## config.mk

```make
export PLATFORM = sky130hd
export DESIGN_NAME = fre_fault_escalation
export DESIGN_NICKNAME = d
export VERILOG_FILES = /design/src/fre_pkg.sv /design/src/fre_fault_escalation.sv /design/src/fre_nmi_wd.sv /design/src/fre_int_expand.sv
export SDC_FILE = /design/constraint.sdc
export NUM_CORES = 1
export LEC_CHECK = 0
export ABC_AREA = 1
export BUFFER_PORTS_ARGS = -buffer_cell sky130_fd_sc_hd__buf_2
export CAP_MARGIN = 25
export CORE_MARGIN = 5
export CORE_UTILIZATION = 43
export CTS_CLUSTER_DIAMETER = 150
export DETAILED_ROUTE_END_ITERATION = 16
export GPL_TIMING_DRIVEN = 0
export PLACE_DENSITY_LB_ADDON = 0.3
export SLEW_MARGIN = 40
export SYNTH_ARGS = -nofsm -noshare
export SYNTH_HDL_FRONTEND = slang
export SYNTH_HIERARCHICAL = 1
export SYNTH_SLANG_ARGS = --single-unit
```

## constraint.sdc

```tcl
create_clock -name mclk_in -period 2.9 [get_ports mclk_in]
set_input_delay 0.435 -clock mclk_in [delete_from_list [all_inputs] [get_ports mclk_in]]
set_output_delay 0.435 -clock mclk_in [all_outputs]
set_load 0.005 [all_outputs]
```

## src/fre_pkg.sv

```systemverilog
package fre_pkg;

   // device shape
   localparam int NUM_CPU    = 2;
   localparam int MASTER_CPU = 0;
   localparam int SECOND_CPU = 1;
   localparam int NUM_FAULT  = 8;
   localparam int NUM_PIRQ   = 32;
   localparam int NUM_GRP    = 4;

   // clock rate
   localparam int CLK_MHZ = 250;

   // nmi watchdog service window, rounded down to whole cycles
   localparam int NONMASKABLE_WATCHDOG_TIMEOUT_NS = 4000;
   localparam int NONMASKABLE_WATCHDOG_CYCLES     = (NONMASKABLE_WATCHDOG_TIMEOUT_NS * CLK_MHZ) / 1000;

   // least warm reset pin hold, rounded up to whole cycles
   localparam int WARM_HOLD_NS     = 1000;
   localparam int WARM_HOLD_CYCLES = (WARM_HOLD_NS * CLK_MHZ + 999) / 1000;

   // fault responses, least to most severe
   typedef enum logic [2:0] {
      FRE_RESP_NONE,
      FRE_RESP_CPU_INT,
      FRE_RESP_NMI,
      FRE_RESP_CPU_RST,
      FRE_RESP_WARM_RST,
      FRE_RESP_POWER_DOWN
   } fre_resp_e;

   // cpu operating phases
   typedef enum logic [1:0] {
      FRE_PH_COLD,
      FRE_PH_WARM,
      FRE_PH_PREOP,
      FRE_PH_OPER
   } fre_phase_e;

endpackage

```

## src/fre_fault_escalation.sv

```systemverilog
`timescale 1ns/10ps
module fre_fault_escalation
   import fre_pkg::*;
#(
   parameter int NONMASKABLE_WATCHDOG_TIMEOUT = fre_pkg::NONMASKABLE_WATCHDOG_CYCLES,
   parameter int WARM_HOLD     = fre_pkg::WARM_HOLD_CYCLES
)
(
   // clock and reset
   input  wire logic                                    mclk_in,
   input  wire logic                                    rst_in,
   input  wire logic                                    power_on_reset_n_in,
   // warm reset open-drain pin
   input  wire logic                                    warm_reset_pin_n_in,
   output logic                                         warm_reset_pin_n_out,
   output logic                                         warm_reset_pin_n_oe_out,
   // fault sources
   input  wire logic [fre_pkg::NUM_CPU*fre_pkg::NUM_FAULT-1:0] nmi_fault_in,
   input  wire logic [fre_pkg::NUM_CPU-1:0]             nmi_ack_in,
   input  wire logic [fre_pkg::NUM_CPU-1:0]             security_violation_in,
   input  wire logic                                    watchdog_expire_in,
   input  wire logic                                    level2_fail_in,
   input  wire logic                                    critical_fault_in,
   input  wire logic                                    error_clear_in,
   // peripheral interrupts, per cpu
   input  wire logic [fre_pkg::NUM_CPU*fre_pkg::NUM_PIRQ-1:0] pirq_in,
   input  wire logic [fre_pkg::NUM_CPU*fre_pkg::NUM_PIRQ-1:0] pirq_enable_in,
   input  wire logic [fre_pkg::NUM_CPU*fre_pkg::NUM_PIRQ-1:0] pirq_ack_in,
   // cpu boot progress
   input  wire logic [fre_pkg::NUM_CPU-1:0]             boot_done_in,
   input  wire logic [fre_pkg::NUM_CPU-1:0]             app_start_in,
   // cpu side outputs
   output logic [fre_pkg::NUM_CPU-1:0]                  cpu_nmi_out,
   output logic [fre_pkg::NUM_CPU*fre_pkg::NUM_GRP-1:0] cpu_irq_out,
   output logic [fre_pkg::NUM_CPU-1:0]                  cpu_reset_out,
   output logic [fre_pkg::NUM_CPU*2-1:0]                cpu_phase_out,
   // system side outputs
   output logic                                         error_status_pin_out,
   output logic                                         gpio_hiz_out,
   output logic                                         power_down_req_out,
   output logic [2:0]                                   fault_response_out
);

   import fre_pkg::*;

   localparam int HW = $clog2(WARM_HOLD + 1);

   // per cpu wires
   logic [NUM_CPU-1:0]         nmi;
   logic [NUM_CPU-1:0]         nmi_set;
   logic [NUM_CPU-1:0]         nmi_expire;
   logic [NUM_CPU-1:0]         cpu_rst_req;
   logic [NUM_CPU*NUM_GRP-1:0] grp_req;
   logic [NUM_CPU*NUM_GRP-1:0] irq_d;

   // warm reset
   logic          ext_pull;
   logic          warm_cause;
   logic [HW-1:0] hold_q;
   logic [HW-1:0] hold_d;
   logic          warm_q;
   logic          warm_d;
   logic          warm_was_q;
   logic          cold_done;

   // status flops
   logic                       err_q;
   logic                       err_d;
   logic                       hiz_q;
   logic                       hiz_d;
   logic                       pd_q;
   logic                       pd_d;
   logic [NUM_CPU-1:0]         nmi_q;
   logic [NUM_CPU*NUM_GRP-1:0] irq_q;
   logic [NUM_CPU-1:0]         crst_q;
   logic [NUM_CPU-1:0]         crst_d;
   fre_resp_e                  resp_q;
   fre_resp_e                  resp_d;
   fre_phase_e                 phase_q [NUM_CPU];
   fre_phase_e                 phase_d [NUM_CPU];

   genvar c;
   generate
      for (c = 0; c < NUM_CPU; c++)
      begin : cpu
         // own nmi watchdog per cpu
         fre_nmi_wd #(
            .NUM_SRC    (NUM_FAULT),
            .TIMEOUT    (NONMASKABLE_WATCHDOG_TIMEOUT)
         ) u_nonmaskable_watchdog (
            .mclk_in    (mclk_in),
            .rst_in     (rst_in),
            .clear_in   (warm_q),
            .fault_in   (nmi_fault_in[c*NUM_FAULT +: NUM_FAULT]),
            .ack_in     (nmi_ack_in[c]),
            .nmi_out    (nmi[c]),
            .set_out    (nmi_set[c]),
            .expire_out (nmi_expire[c])
         );

         // interrupt expansion per cpu
         fre_int_expand #(
            .NUM_SRC     (NUM_PIRQ),
            .NUM_GRP     (NUM_GRP)
         ) u_expand (
            .mclk_in     (mclk_in),
            .rst_in      (rst_in),
            .clear_in    (warm_q),
            .src_in      (pirq_in[c*NUM_PIRQ +: NUM_PIRQ]),
            .enable_in   (pirq_enable_in[c*NUM_PIRQ +: NUM_PIRQ]),
            .ack_in      (pirq_ack_in[c*NUM_PIRQ +: NUM_PIRQ]),
            .grp_req_out (grp_req[c*NUM_GRP +: NUM_GRP]),
            .pending_out ()
         );

         // nmi holds off every maskable line
         assign irq_d[c*NUM_GRP +: NUM_GRP] = nmi[c] ? '0 : grp_req[c*NUM_GRP +: NUM_GRP];

         // security violation, or second cpu missing its nmi
         if (c == SECOND_CPU)
         begin : esc
            assign cpu_rst_req[c] = security_violation_in[c] | nmi_expire[c];
         end
         else
         begin : noesc
            assign cpu_rst_req[c] = security_violation_in[c];
         end

         assign crst_d[c] = cpu_rst_req[c];

         // operating phase walk
         always_comb
         begin
            phase_d[c] = phase_q[c];
            unique case (phase_q[c])
               FRE_PH_COLD:  if (cold_done) phase_d[c] = FRE_PH_WARM;
               FRE_PH_WARM:  if (boot_done_in[c]) phase_d[c] = FRE_PH_PREOP;
               FRE_PH_PREOP: if (app_start_in[c]) phase_d[c] = FRE_PH_OPER;
               FRE_PH_OPER:  phase_d[c] = FRE_PH_OPER;
            endcase
            if (cpu_rst_req[c] && phase_q[c] != FRE_PH_COLD)
               phase_d[c] = FRE_PH_WARM;
            if (warm_q)
               phase_d[c] = FRE_PH_COLD;
         end

         always_ff @(posedge mclk_in or posedge rst_in)
         begin
            if (rst_in)
               phase_q[c] <= FRE_PH_COLD;
            else
               phase_q[c] <= phase_d[c];
         end

         assign cpu_phase_out[c*2 +: 2] = phase_q[c];
      end
   endgenerate

   // outside pull only counts while we are not driving
   assign ext_pull = ~warm_reset_pin_n_in & ~warm_q;

   // warm reset causes
   assign warm_cause = ~power_on_reset_n_in
                     | watchdog_expire_in
                     | nmi_expire[MASTER_CPU]
                     | ext_pull;

   assign hold_d    = warm_cause ? HW'(WARM_HOLD) : ((hold_q != '0) ? hold_q - HW'(1) : '0);
   assign warm_d    = warm_cause | (hold_q > HW'(1));
   assign cold_done = warm_was_q & ~warm_q;

   // error status, set wins over clear
   assign err_d = (|nmi_set) | level2_fail_in | (err_q & ~error_clear_in & ~warm_q);

   // actuator outputs released only by clear or reset
   assign hiz_d = level2_fail_in | (hiz_q & ~error_clear_in & ~warm_q);

   // supervisor asked to remove power, held until power-on reset asserts
   assign pd_d = critical_fault_in | (pd_q & power_on_reset_n_in);

   // most severe response present
   always_comb
   begin
      resp_d = FRE_RESP_NONE;
      if (|irq_d)
         resp_d = FRE_RESP_CPU_INT;
      if (|nmi)
         resp_d = FRE_RESP_NMI;
      if (|crst_d)
         resp_d = FRE_RESP_CPU_RST;
      if (warm_d)
         resp_d = FRE_RESP_WARM_RST;
      if (pd_d)
         resp_d = FRE_RESP_POWER_DOWN;
   end

   always_ff @(posedge mclk_in or posedge rst_in)
   begin
      if (rst_in)
         hold_q <= '0;
      else
         hold_q <= hold_d;
   end

   always_ff @(posedge mclk_in or posedge rst_in)
   begin
      if (rst_in)
         warm_q <= 1'b1;
      else
         warm_q <= warm_d;
   end

   always_ff @(posedge mclk_in or posedge rst_in)
   begin
      if (rst_in)
         warm_was_q <= 1'b1;
      else
         warm_was_q <= warm_q;
   end

   always_ff @(posedge mclk_in or posedge rst_in)
   begin
      if (rst_in)
         err_q <= 1'b0;
      else
         err_q <= err_d;
   end

   always_ff @(posedge mclk_in or posedge rst_in)
   begin
      if (rst_in)
         hiz_q <= 1'b0;
      else
         hiz_q <= hiz_d;
   end

   always_ff @(posedge mclk_in or posedge rst_in)
   begin
      if (rst_in)
         pd_q <= 1'b0;
      else
         pd_q <= pd_d;
   end

   always_ff @(posedge mclk_in or posedge rst_in)
   begin
      if (rst_in)
         nmi_q <= '0;
      else
         nmi_q <= nmi;
   end

   always_ff @(posedge mclk_in or posedge rst_in)
   begin
      if (rst_in)
         irq_q <= '0;
      else
         irq_q <= irq_d;
   end

   // cpu reset pulses, also held through the whole warm reset
   always_ff @(posedge mclk_in or posedge rst_in)
   begin
      if (rst_in)
         crst_q <= '1;
      else
         crst_q <= crst_d | {NUM_CPU{warm_d}};
   end

   always_ff @(posedge mclk_in or posedge rst_in)
   begin
      if (rst_in)
         resp_q <= FRE_RESP_NONE;
      else
         resp_q <= resp_d;
   end

   // pin level is always low, enable carries the reset
   assign warm_reset_pin_n_out    = 1'b0;
   assign warm_reset_pin_n_oe_out = warm_q;
   assign cpu_nmi_out             = nmi_q;
   assign cpu_irq_out             = irq_q;
   assign cpu_reset_out           = crst_q;
   assign error_status_pin_out    = err_q;
   assign gpio_hiz_out            = hiz_q;
   assign power_down_req_out      = pd_q;
   assign fault_response_out      = resp_q;

endmodule

```

## src/fre_nmi_wd.sv

```systemverilog
`timescale 1ns/10ps
module fre_nmi_wd
#(
   parameter int NUM_SRC = 8,
   parameter int TIMEOUT = 1000
)
(
   // clock and reset
   input  wire logic               mclk_in,
   input  wire logic               rst_in,
   input  wire logic               clear_in,
   // fault sources and service
   input  wire logic [NUM_SRC-1:0] fault_in,
   input  wire logic               ack_in,
   // nmi and expiry
   output logic                    nmi_out,
   output logic                    set_out,
   output logic                    expire_out
);

   localparam int CW = $clog2(TIMEOUT + 1);

   logic [NUM_SRC-1:0] flags_q;
   logic [NUM_SRC-1:0] flags_d;
   logic [CW-1:0]      cnt_q;
   logic [CW-1:0]      cnt_d;
   logic               fired_q;
   logic               fired_d;
   logic               pending;
   logic               hit;

   // sticky fault flags, a new fault wins over the service clear
   assign flags_d = clear_in ? '0 : (fault_in | (flags_q & {NUM_SRC{~ack_in}}));
   assign pending = |flags_q;
   assign hit     = pending & ~fired_q & (cnt_q == CW'(TIMEOUT - 1));
   assign cnt_d   = (clear_in | ack_in | ~pending) ? '0 : (fired_q ? cnt_q : cnt_q + CW'(1));
   assign fired_d = (clear_in | ack_in) ? 1'b0 : (fired_q | hit);

   always_ff @(posedge mclk_in or posedge rst_in)
   begin
      if (rst_in)
      begin
         flags_q <= '0;
         cnt_q   <= '0;
         fired_q <= 1'b0;
      end
      else
      begin
         flags_q <= flags_d;
         cnt_q   <= cnt_d;
         fired_q <= fired_d;
      end
   end

   assign nmi_out    = pending;
   assign set_out    = |(fault_in & ~flags_q);
   assign expire_out = hit;

endmodule

```

## src/fre_int_expand.sv

```systemverilog
`timescale 1ns/10ps
module fre_int_expand
#(
   parameter int NUM_SRC = 32,
   parameter int NUM_GRP = 4
)
(
   // clock and reset
   input  wire logic               mclk_in,
   input  wire logic               rst_in,
   input  wire logic               clear_in,
   // peripheral sources
   input  wire logic [NUM_SRC-1:0] src_in,
   input  wire logic [NUM_SRC-1:0] enable_in,
   input  wire logic [NUM_SRC-1:0] ack_in,
   // cpu interrupt lines
   output logic [NUM_GRP-1:0]      grp_req_out,
   output logic [NUM_SRC-1:0]      pending_out
);

   localparam int PER_GRP = NUM_SRC / NUM_GRP;

   logic [NUM_SRC-1:0] pend_q;
   logic [NUM_SRC-1:0] pend_d;
   logic [NUM_SRC-1:0] live;

   // pending latches, a new request wins over its acknowledge
   assign pend_d = clear_in ? '0 : (src_in | (pend_q & ~ack_in));
   assign live   = pend_q & enable_in;

   always_ff @(posedge mclk_in or posedge rst_in)
   begin
      if (rst_in)
         pend_q <= '0;
      else
         pend_q <= pend_d;
   end

   // many sources folded onto fewer cpu lines
   genvar g;
   generate
      for (g = 0; g < NUM_GRP; g++)
      begin : grp
         assign grp_req_out[g] = |live[g*PER_GRP +: PER_GRP];
      end
   endgenerate

   assign pending_out = pend_q;

endmodule

```

Word level (Yosys, flattened, before mapping)
Cells that the tools add are included.
- bits in registers: 134
- word-level logic and storage cells: 146
- multiplexer cells: 30
- bitwise gates (word level): 53
- order comparisons: 1
- eq/ne operators: 16
- reductions and logical operators: 23
- add/subtract/negate cells: 3
- operators by type and width (kind ; count):
    32-bit AND ; 4
    8-bit OR reduction ; 11
    32-bit 2-to-1 mux ; 2
    32-bit inverter ; 2
    32-bit OR ; 2
    10-bit 2-to-1 mux ; 4
    8-bit AND ; 4
    8-bit 2-to-1 mux ; 4
    16-bit OR reduction ; 2
    4-bit != test (second input constant) ; 6
    10-bit by 1-bit adder with 10-bit output (second input constant) ; 2
    10-bit equality test (second input constant) ; 2
    2-bit 2-to-1 mux ; 9
    8-bit inverter ; 2
    8-bit OR ; 2
    2-bit case mux with 4 select lines ; 2
    1-bit OR ; 15
    3-bit 2-to-1 mux ; 4
    1-bit AND ; 11
    1-bit inverter ; 10
    2-bit equality test (second input constant) ; 4
    8-bit by 1-bit greater-than comparator with 1-bit output (second input constant) ; 1
    4-bit 2-to-1 mux ; 2
    8-bit nonzero test ; 1
    10 further kinds ; 18

Depth between registers and ports, before layout
- depth in word-level cells: 9
- gate-level depth with buffers: 13
- depth with buffers taken out: 13

By module
The synthesis kept the hierarchy.
- modules (own cells, without submodules) (module ; area an instance (um^2) ; times used ; cells an instance):
    fre_int_expand ; 1463.9 ; 2 ; 192
    fre_nmi_wd ; 984.7 ; 2 ; 127
    fre_fault_escalation ; 1490.2 ; 1 ; 170

Worst setup path after synthesis
OpenSTA, ideal clock, no wires.
- path kind: register to register
- start point: register cpu[1].u_nonmaskable_watchdog.cnt_q[0]
- end point: register resp_q[1], in the netlist fault_response_out[1]
- stages on the path, launching flop included: 9
- clock period less this slack: 1.548 ns
- path slack: 1.352 ns
- data required time: 2.774 ns
- setup time: 0.126 ns
- arrival time: 1.422 ns
- cells stage by stage: dfrtp_1 > ha_1 > and3_1 > nand3_1 > inv_1 > nor2_1 > inv_1 > nor4_1 > nor2_1
- word-level cells in the longest chain between the ends: 7
- RTL lines (what ; line ; text):
    from (decl) ; fre_nmi_wd.sv:25 ; logic [CW-1:0] cnt_q;
    from (signal assigned) ; fre_nmi_wd.sv:50 ; cnt_q <= cnt_d;
    10-bit equality test ; fre_nmi_wd.sv:35 ; assign hit = pending & ~fired_q & (cnt_q == CW'(TIMEOUT - 1));
    1-bit AND ; fre_nmi_wd.sv:35 ;
    named net nmi_expire[1] ; fre_fault_escalation.sv:51 ; logic [NUM_CPU-1:0] nmi_expire;
    1-bit OR ; fre_fault_escalation.sv:122 ; assign cpu_rst_req[c] = security_violation_in[c] | nmi_expire[c];
    2-bit OR reduction ; fre_fault_escalation.sv:189 ; if (|crst_d)
    3-bit 2-to-1 mux ; fre_fault_escalation.sv:189 ;
    3-bit 2-to-1 mux ; fre_fault_escalation.sv:191 ; if (warm_d)
    3-bit 2-to-1 mux ; fre_fault_escalation.sv:193 ; if (pd_d)
    named net resp_d[1] ; fre_fault_escalation.sv:78 ; fre_resp_e resp_d;
    to (signal assigned) ; fre_fault_escalation.sv:275 ; resp_q <= resp_d;
    to (decl) ; fre_fault_escalation.sv:77 ; fre_resp_e resp_q;
The timed path passes the listed nets, and every way through them passes these cells.
A chain may end at the register's enable or synchronous reset.

Final worst setup path
- start point: register warm_q, in the netlist warm_reset_pin_n_oe_out
- end point: output warm_reset_pin_n_oe_out
- RTL lines (what ; line ; text):
    from (decl) ; fre_fault_escalation.sv:61 ; logic warm_q;
    from (signal assigned) ; fre_fault_escalation.sv:210 ; warm_q <= warm_d;
    to (decl) ; fre_fault_escalation.sv:16 ; output logic warm_reset_pin_n_oe_out,
No word-level cell between the ends.

==> summary.txt <==
Yosys
  – Synthesized Nets: 1,036
  – Seq/Total Area, Yosys: 52.58%
  – Number of synthesized flops with an enable pin: 0
  – Count of different cell masters after synthesis: 35
  – Cell count after synthesis: 808
  – Post-synthesis async set-or-reset flop share: 100.0%
  – Mapped cell area: 0.006387 mm^2
  – Count of synthesis-stage warnings from yosys: 6
  – Dominant register cell in the synthesized netlist: dfrtp_1
  – Synth Area per Inst: 7.905 um^2
  – Synth Register Bits: 134

Critical path
  – Cell with the biggest individual delay on the critical path: dfstp_2
  – Worst setup path endpoint: warm_reset_pin_n_oe_out
  – Arrival time at the worst endpoint: 1.54 ns
  – Number of buffers and inverters on the critical path: 1
  – Startpoint types: flop
  – Number of cell instances on the worst register-to-register path: 11
  – Source of the worst register-to-register timing path: cpu[1].u_nonmaskable_watchdog/flags_q[4]$_DFF_PP0_
  – Biggest fanout along the worst timing path: 18
  – Critical path's largest stage delay: 0.91 ns
  – Start-to-end type of the worst setup path: flop to primary output
  – Destination of the worst register-to-register timing path: cpu_phase_out[3]$_DFFE_PP0P_
  – Worst setup EP type: primary output
  – Reg-to-reg slack, setup: 1.05 ns
  – Critical path origin: warm_reset_pin_n_oe_out$_DFF_PP1_
  – Crit path required time: 2.47 ns
  – Crit path max-delay family: flip-flops
  – Total stage count of the critical path: 1
  – Cells along the critical path: buf_2

Clock network
  – Number of buffers created by CTS: 17
  – Root buf cell: clkbuf_16
  – Post-cts resize count: 0
  – Maximum level of the CTS H-tree: 4
  – Number of setup buffers added after CTS: 0
  – # clock sinks: 134
  – Number of buffers inserted by hold repair at cts: 0
  – Clock slew at reported path FFs: 0.06 ns
  – CTS tree: done
  – Later-pin clock latency in the skew report: 0.42 ns
  – Maximum count of clock buffers along a single path: 2

Placed design
  – Pre-CTS setup slack: 1.021 ns
  – HPWL after detailed placement: 13.24 mm
  – Quantity of I/O buffers inserted on ports: 246
  – Area after DPL: 0.007849 mm^2
  – Final GP Congestion: 0.8047

Die
  – Chip Width: 131.9 um
  – Starting density of the core: 43.95%
  – Die Area: 0.01739 mm^2
  – Number of top-level pins: 248
  – Area of the core: 0.01453 mm^2
  – Vertical extent of the die: 131.9 um
  – # rows: 44

Power and ir drop
  – Clock group share of total power: 51.7%
  – Register share of total power: 42.2%
  – Worst voltage drop across the vdd grid: 0.0003910 V
  – Static power due to leakage: 5.000 nW
  – Logic pwr share: 6.1%
  – Switching part of the total: 21.58%
  – Power per standard cell area: 524.0 mW/mm^2
  – Cell Int Power: 3.488 mW
  – Switch Pwr: 959.8 uW

Worst hold path
  – Worst min path class: primary input to asynchronous set/reset pin

Detailed routing
  – First-pass iteration count of the detailed router: 5
  – Via count of the routed design: 5,891
  – DRC violation count after routing: 0
  – Total wirelength of the detailed-routed design: 16.70 mm
  – DR vias/cell: 4.635
  – Drt initial violations: 273
  – Residual antenna-violating net count after detailed routing: 0
  – Routed length per instance: 13.14 um

Finish
  – Total non-filler cell area in the finished layout: 0.008488 mm^2
  – Utilization after layout: 58.40%
  – Fraction of layout instances using a drive strength above 1: 30.57%
  – Area growth, synth to finish: 32.89%
  – Total Nets Final: 1,301

STA
  – Slew @ Worst Pin: 0.7072 ns
  – Worst clock skew: 0.009509 ns
  – Crit share post-route: 68.16%
  – Worst hold margin: 0.1118 ns
  – Number of pins with negative max-slew slack in the final report: 0
  – Final-report setup violation count: 0
  – Number of hold-slack violations in the final timing report: 0
  – Min Clock Period, post-route: 1.977 ns
  – Final setup margin: 0.9234 ns
  – Worst rel slew slack: 52.56%
  – Unrepaired setup endpoints after global routing: no
  – Setup tns final: 0 ns
  – Highest clock frequency the design can meet: 0.5059 GHz

Global routing
  – Maximum number of pins on one net before global-route repair: 33
  – Wire length of the first global-routing pass: 27.50 mm
  – Grt total ovfl: 0
  – Combined global-route utilization of all metal layers: 19.40%
  – Vias in the first global route: 5,962
  – Antenna violations before repair: 1

Job
  – Total of max-cap violations: 0

Status
  – Outcome: finished, final reports clean
## placed cells by master (no fill, tap or decap), types with 3 or more instances in the layout
cell type and instances:
nor2_1 132, nand2_1 192, a21oi_1 73, nand2_2 5, o21ai_0 6, nor2_2 4
buf_6 9, bufinv_16 4, inv_2 17, o22ai_1 22, ha_1 4, clkbuf_16 17
nor3_1 13, dfrtp_1 130, nand3_1 18, dfstp_2 4, inv_6 4, nor3_2 3
nand4_1 3, buf_2 246, inv_1 138, nor3b_1 6, clkinvlp_4 4, o21ai_1 3
## routing by layer
layer	track usage (%)	routed length, um	vias up
met1	23.37	6840	2673
met2	32.73	8348	184
li1	-	-	3018
met4	6.343	225	0
met5	0	0	-
met3	6.527	1280	16
## how the worst min path moves through the flow
stage                              startpoint                                                  to  slack, ns  cells past startpoint
after floorplan                        rst_in  cpu[0].u_nonmaskable_watchdog/cnt_q[0]$_DFFE_PP0P_       0.39                      1
after CTS                              rst_in           cpu[1].u_expand/pending_out[29]$_DFF_PP0_       0.18                      2
after detailed placement  hold_q[0]$_DFF_PP0_                                 hold_q[0]$_DFF_PP0_       0.49                      1
after global routing                   rst_in  cpu[0].u_nonmaskable_watchdog/cnt_q[5]$_DFFE_PP0P_       0.13                      2
after global placement    hold_q[0]$_DFF_PP0_                                 hold_q[0]$_DFF_PP0_       0.49                      1
final                                  rst_in  cpu[0].u_nonmaskable_watchdog/flags_q[7]$_DFF_PP0_       0.11                      2
## area by class of cell
| class | count | area [um^2] |
|---|---|---|
| inverter | 159 | 599.3 |
| buffer | 10 | 108.9 |
| tap | 184 | 230.2 |
| antenna | 1 | 2.502 |
| clock inverter | 13 | 193.9 |
| clock buffer | 19 | 442.9 |
| fill | 1358 | 6046 |
| sequential | 134 | 3358 |
| timing repair buffer | 246 | 1231 |
| multi-input combinational | 505 | 2321 |
## cells by family after synthesis
logic type      after synthesis  synth area share (%)
simple gates                388                 25.86
buf+inv                     169                 11.09
flops                       134                 52.58
compound gates              109                 9.226
fa+ha+maj                     4                0.7836
xor+xnor                      3                0.4114
other cells                   1               0.05871
## synthesized netlist by cell type, drive strengths merged (2+ instances only)
cell | instances | share of area, %
o21bai | 2 | 0.23
o21ai | 11 | 0.98
nand3b | 2 | 0.23
inv | 157 | 9.2
ha | 4 | 0.78
clkinv | 2 | 0.16
nand4 | 6 | 1.0
xor2 | 2 | 0.27
o22ai | 22 | 2.2
dfstp | 4 | 1.6
and3 | 2 | 0.20
a21oi | 73 | 5.7
nor3b | 6 | 0.71
nor3 | 17 | 1.7
nor2 | 138 | 8.5
dfrtp | 130 | 51
buf | 10 | 1.7
nand2 | 198 | 12
nand3 | 18 | 1.4
## registers in the layout, indices dropped and copies added (netlist names)
name                                count
error_status_pin_out                    1
warm_reset_pin_n_oe_out                 1
cpu.u_nonmaskable_watchdog/fired_q      2
gpio_hiz_out                            1
cpu.u_nonmaskable_watchdog/cnt_q       20
cpu_nmi_out                             2
cpu.u_expand/pending_out               64
hold_q                                  8
power_down_req_out                      1
warm_was_q                              1
cpu_irq_out                             8
cpu_phase_out                           4
cpu.u_nonmaskable_watchdog/flags_q     16
cpu_reset_out                           2
fault_response_out                      3
## through the flow
| step | std cells | power (mW) |
|---|---|---|
| 3_3_place_gp | 1238 | 2.184 |
| 3_5_place_dp | 1238 | 2.188 |
| 5_1_grt | 1271 | 4.626 |
| 6_report | 1271 | 4.448 |
| 4_1_cts | 1270 | 4.506 |
| 2_1_floorplan | 808 | 2.009 |
## power by group through the flow
stage / sequential [mW] / clock (mW) / combinational (mW)
2_1_floorplan: 1.91 / 0 / 0.0971
3_3_place_gp: 1.91 / 0 / 0.271
3_5_place_dp: 1.91 / 0 / 0.276
4_1_cts: 1.88 / 2.35 / 0.276
5_1_grt: 1.88 / 2.44 / 0.311
6_report: 1.88 / 2.30 / 0.271
Note: power is estimated with default switching activity, not from simulation.
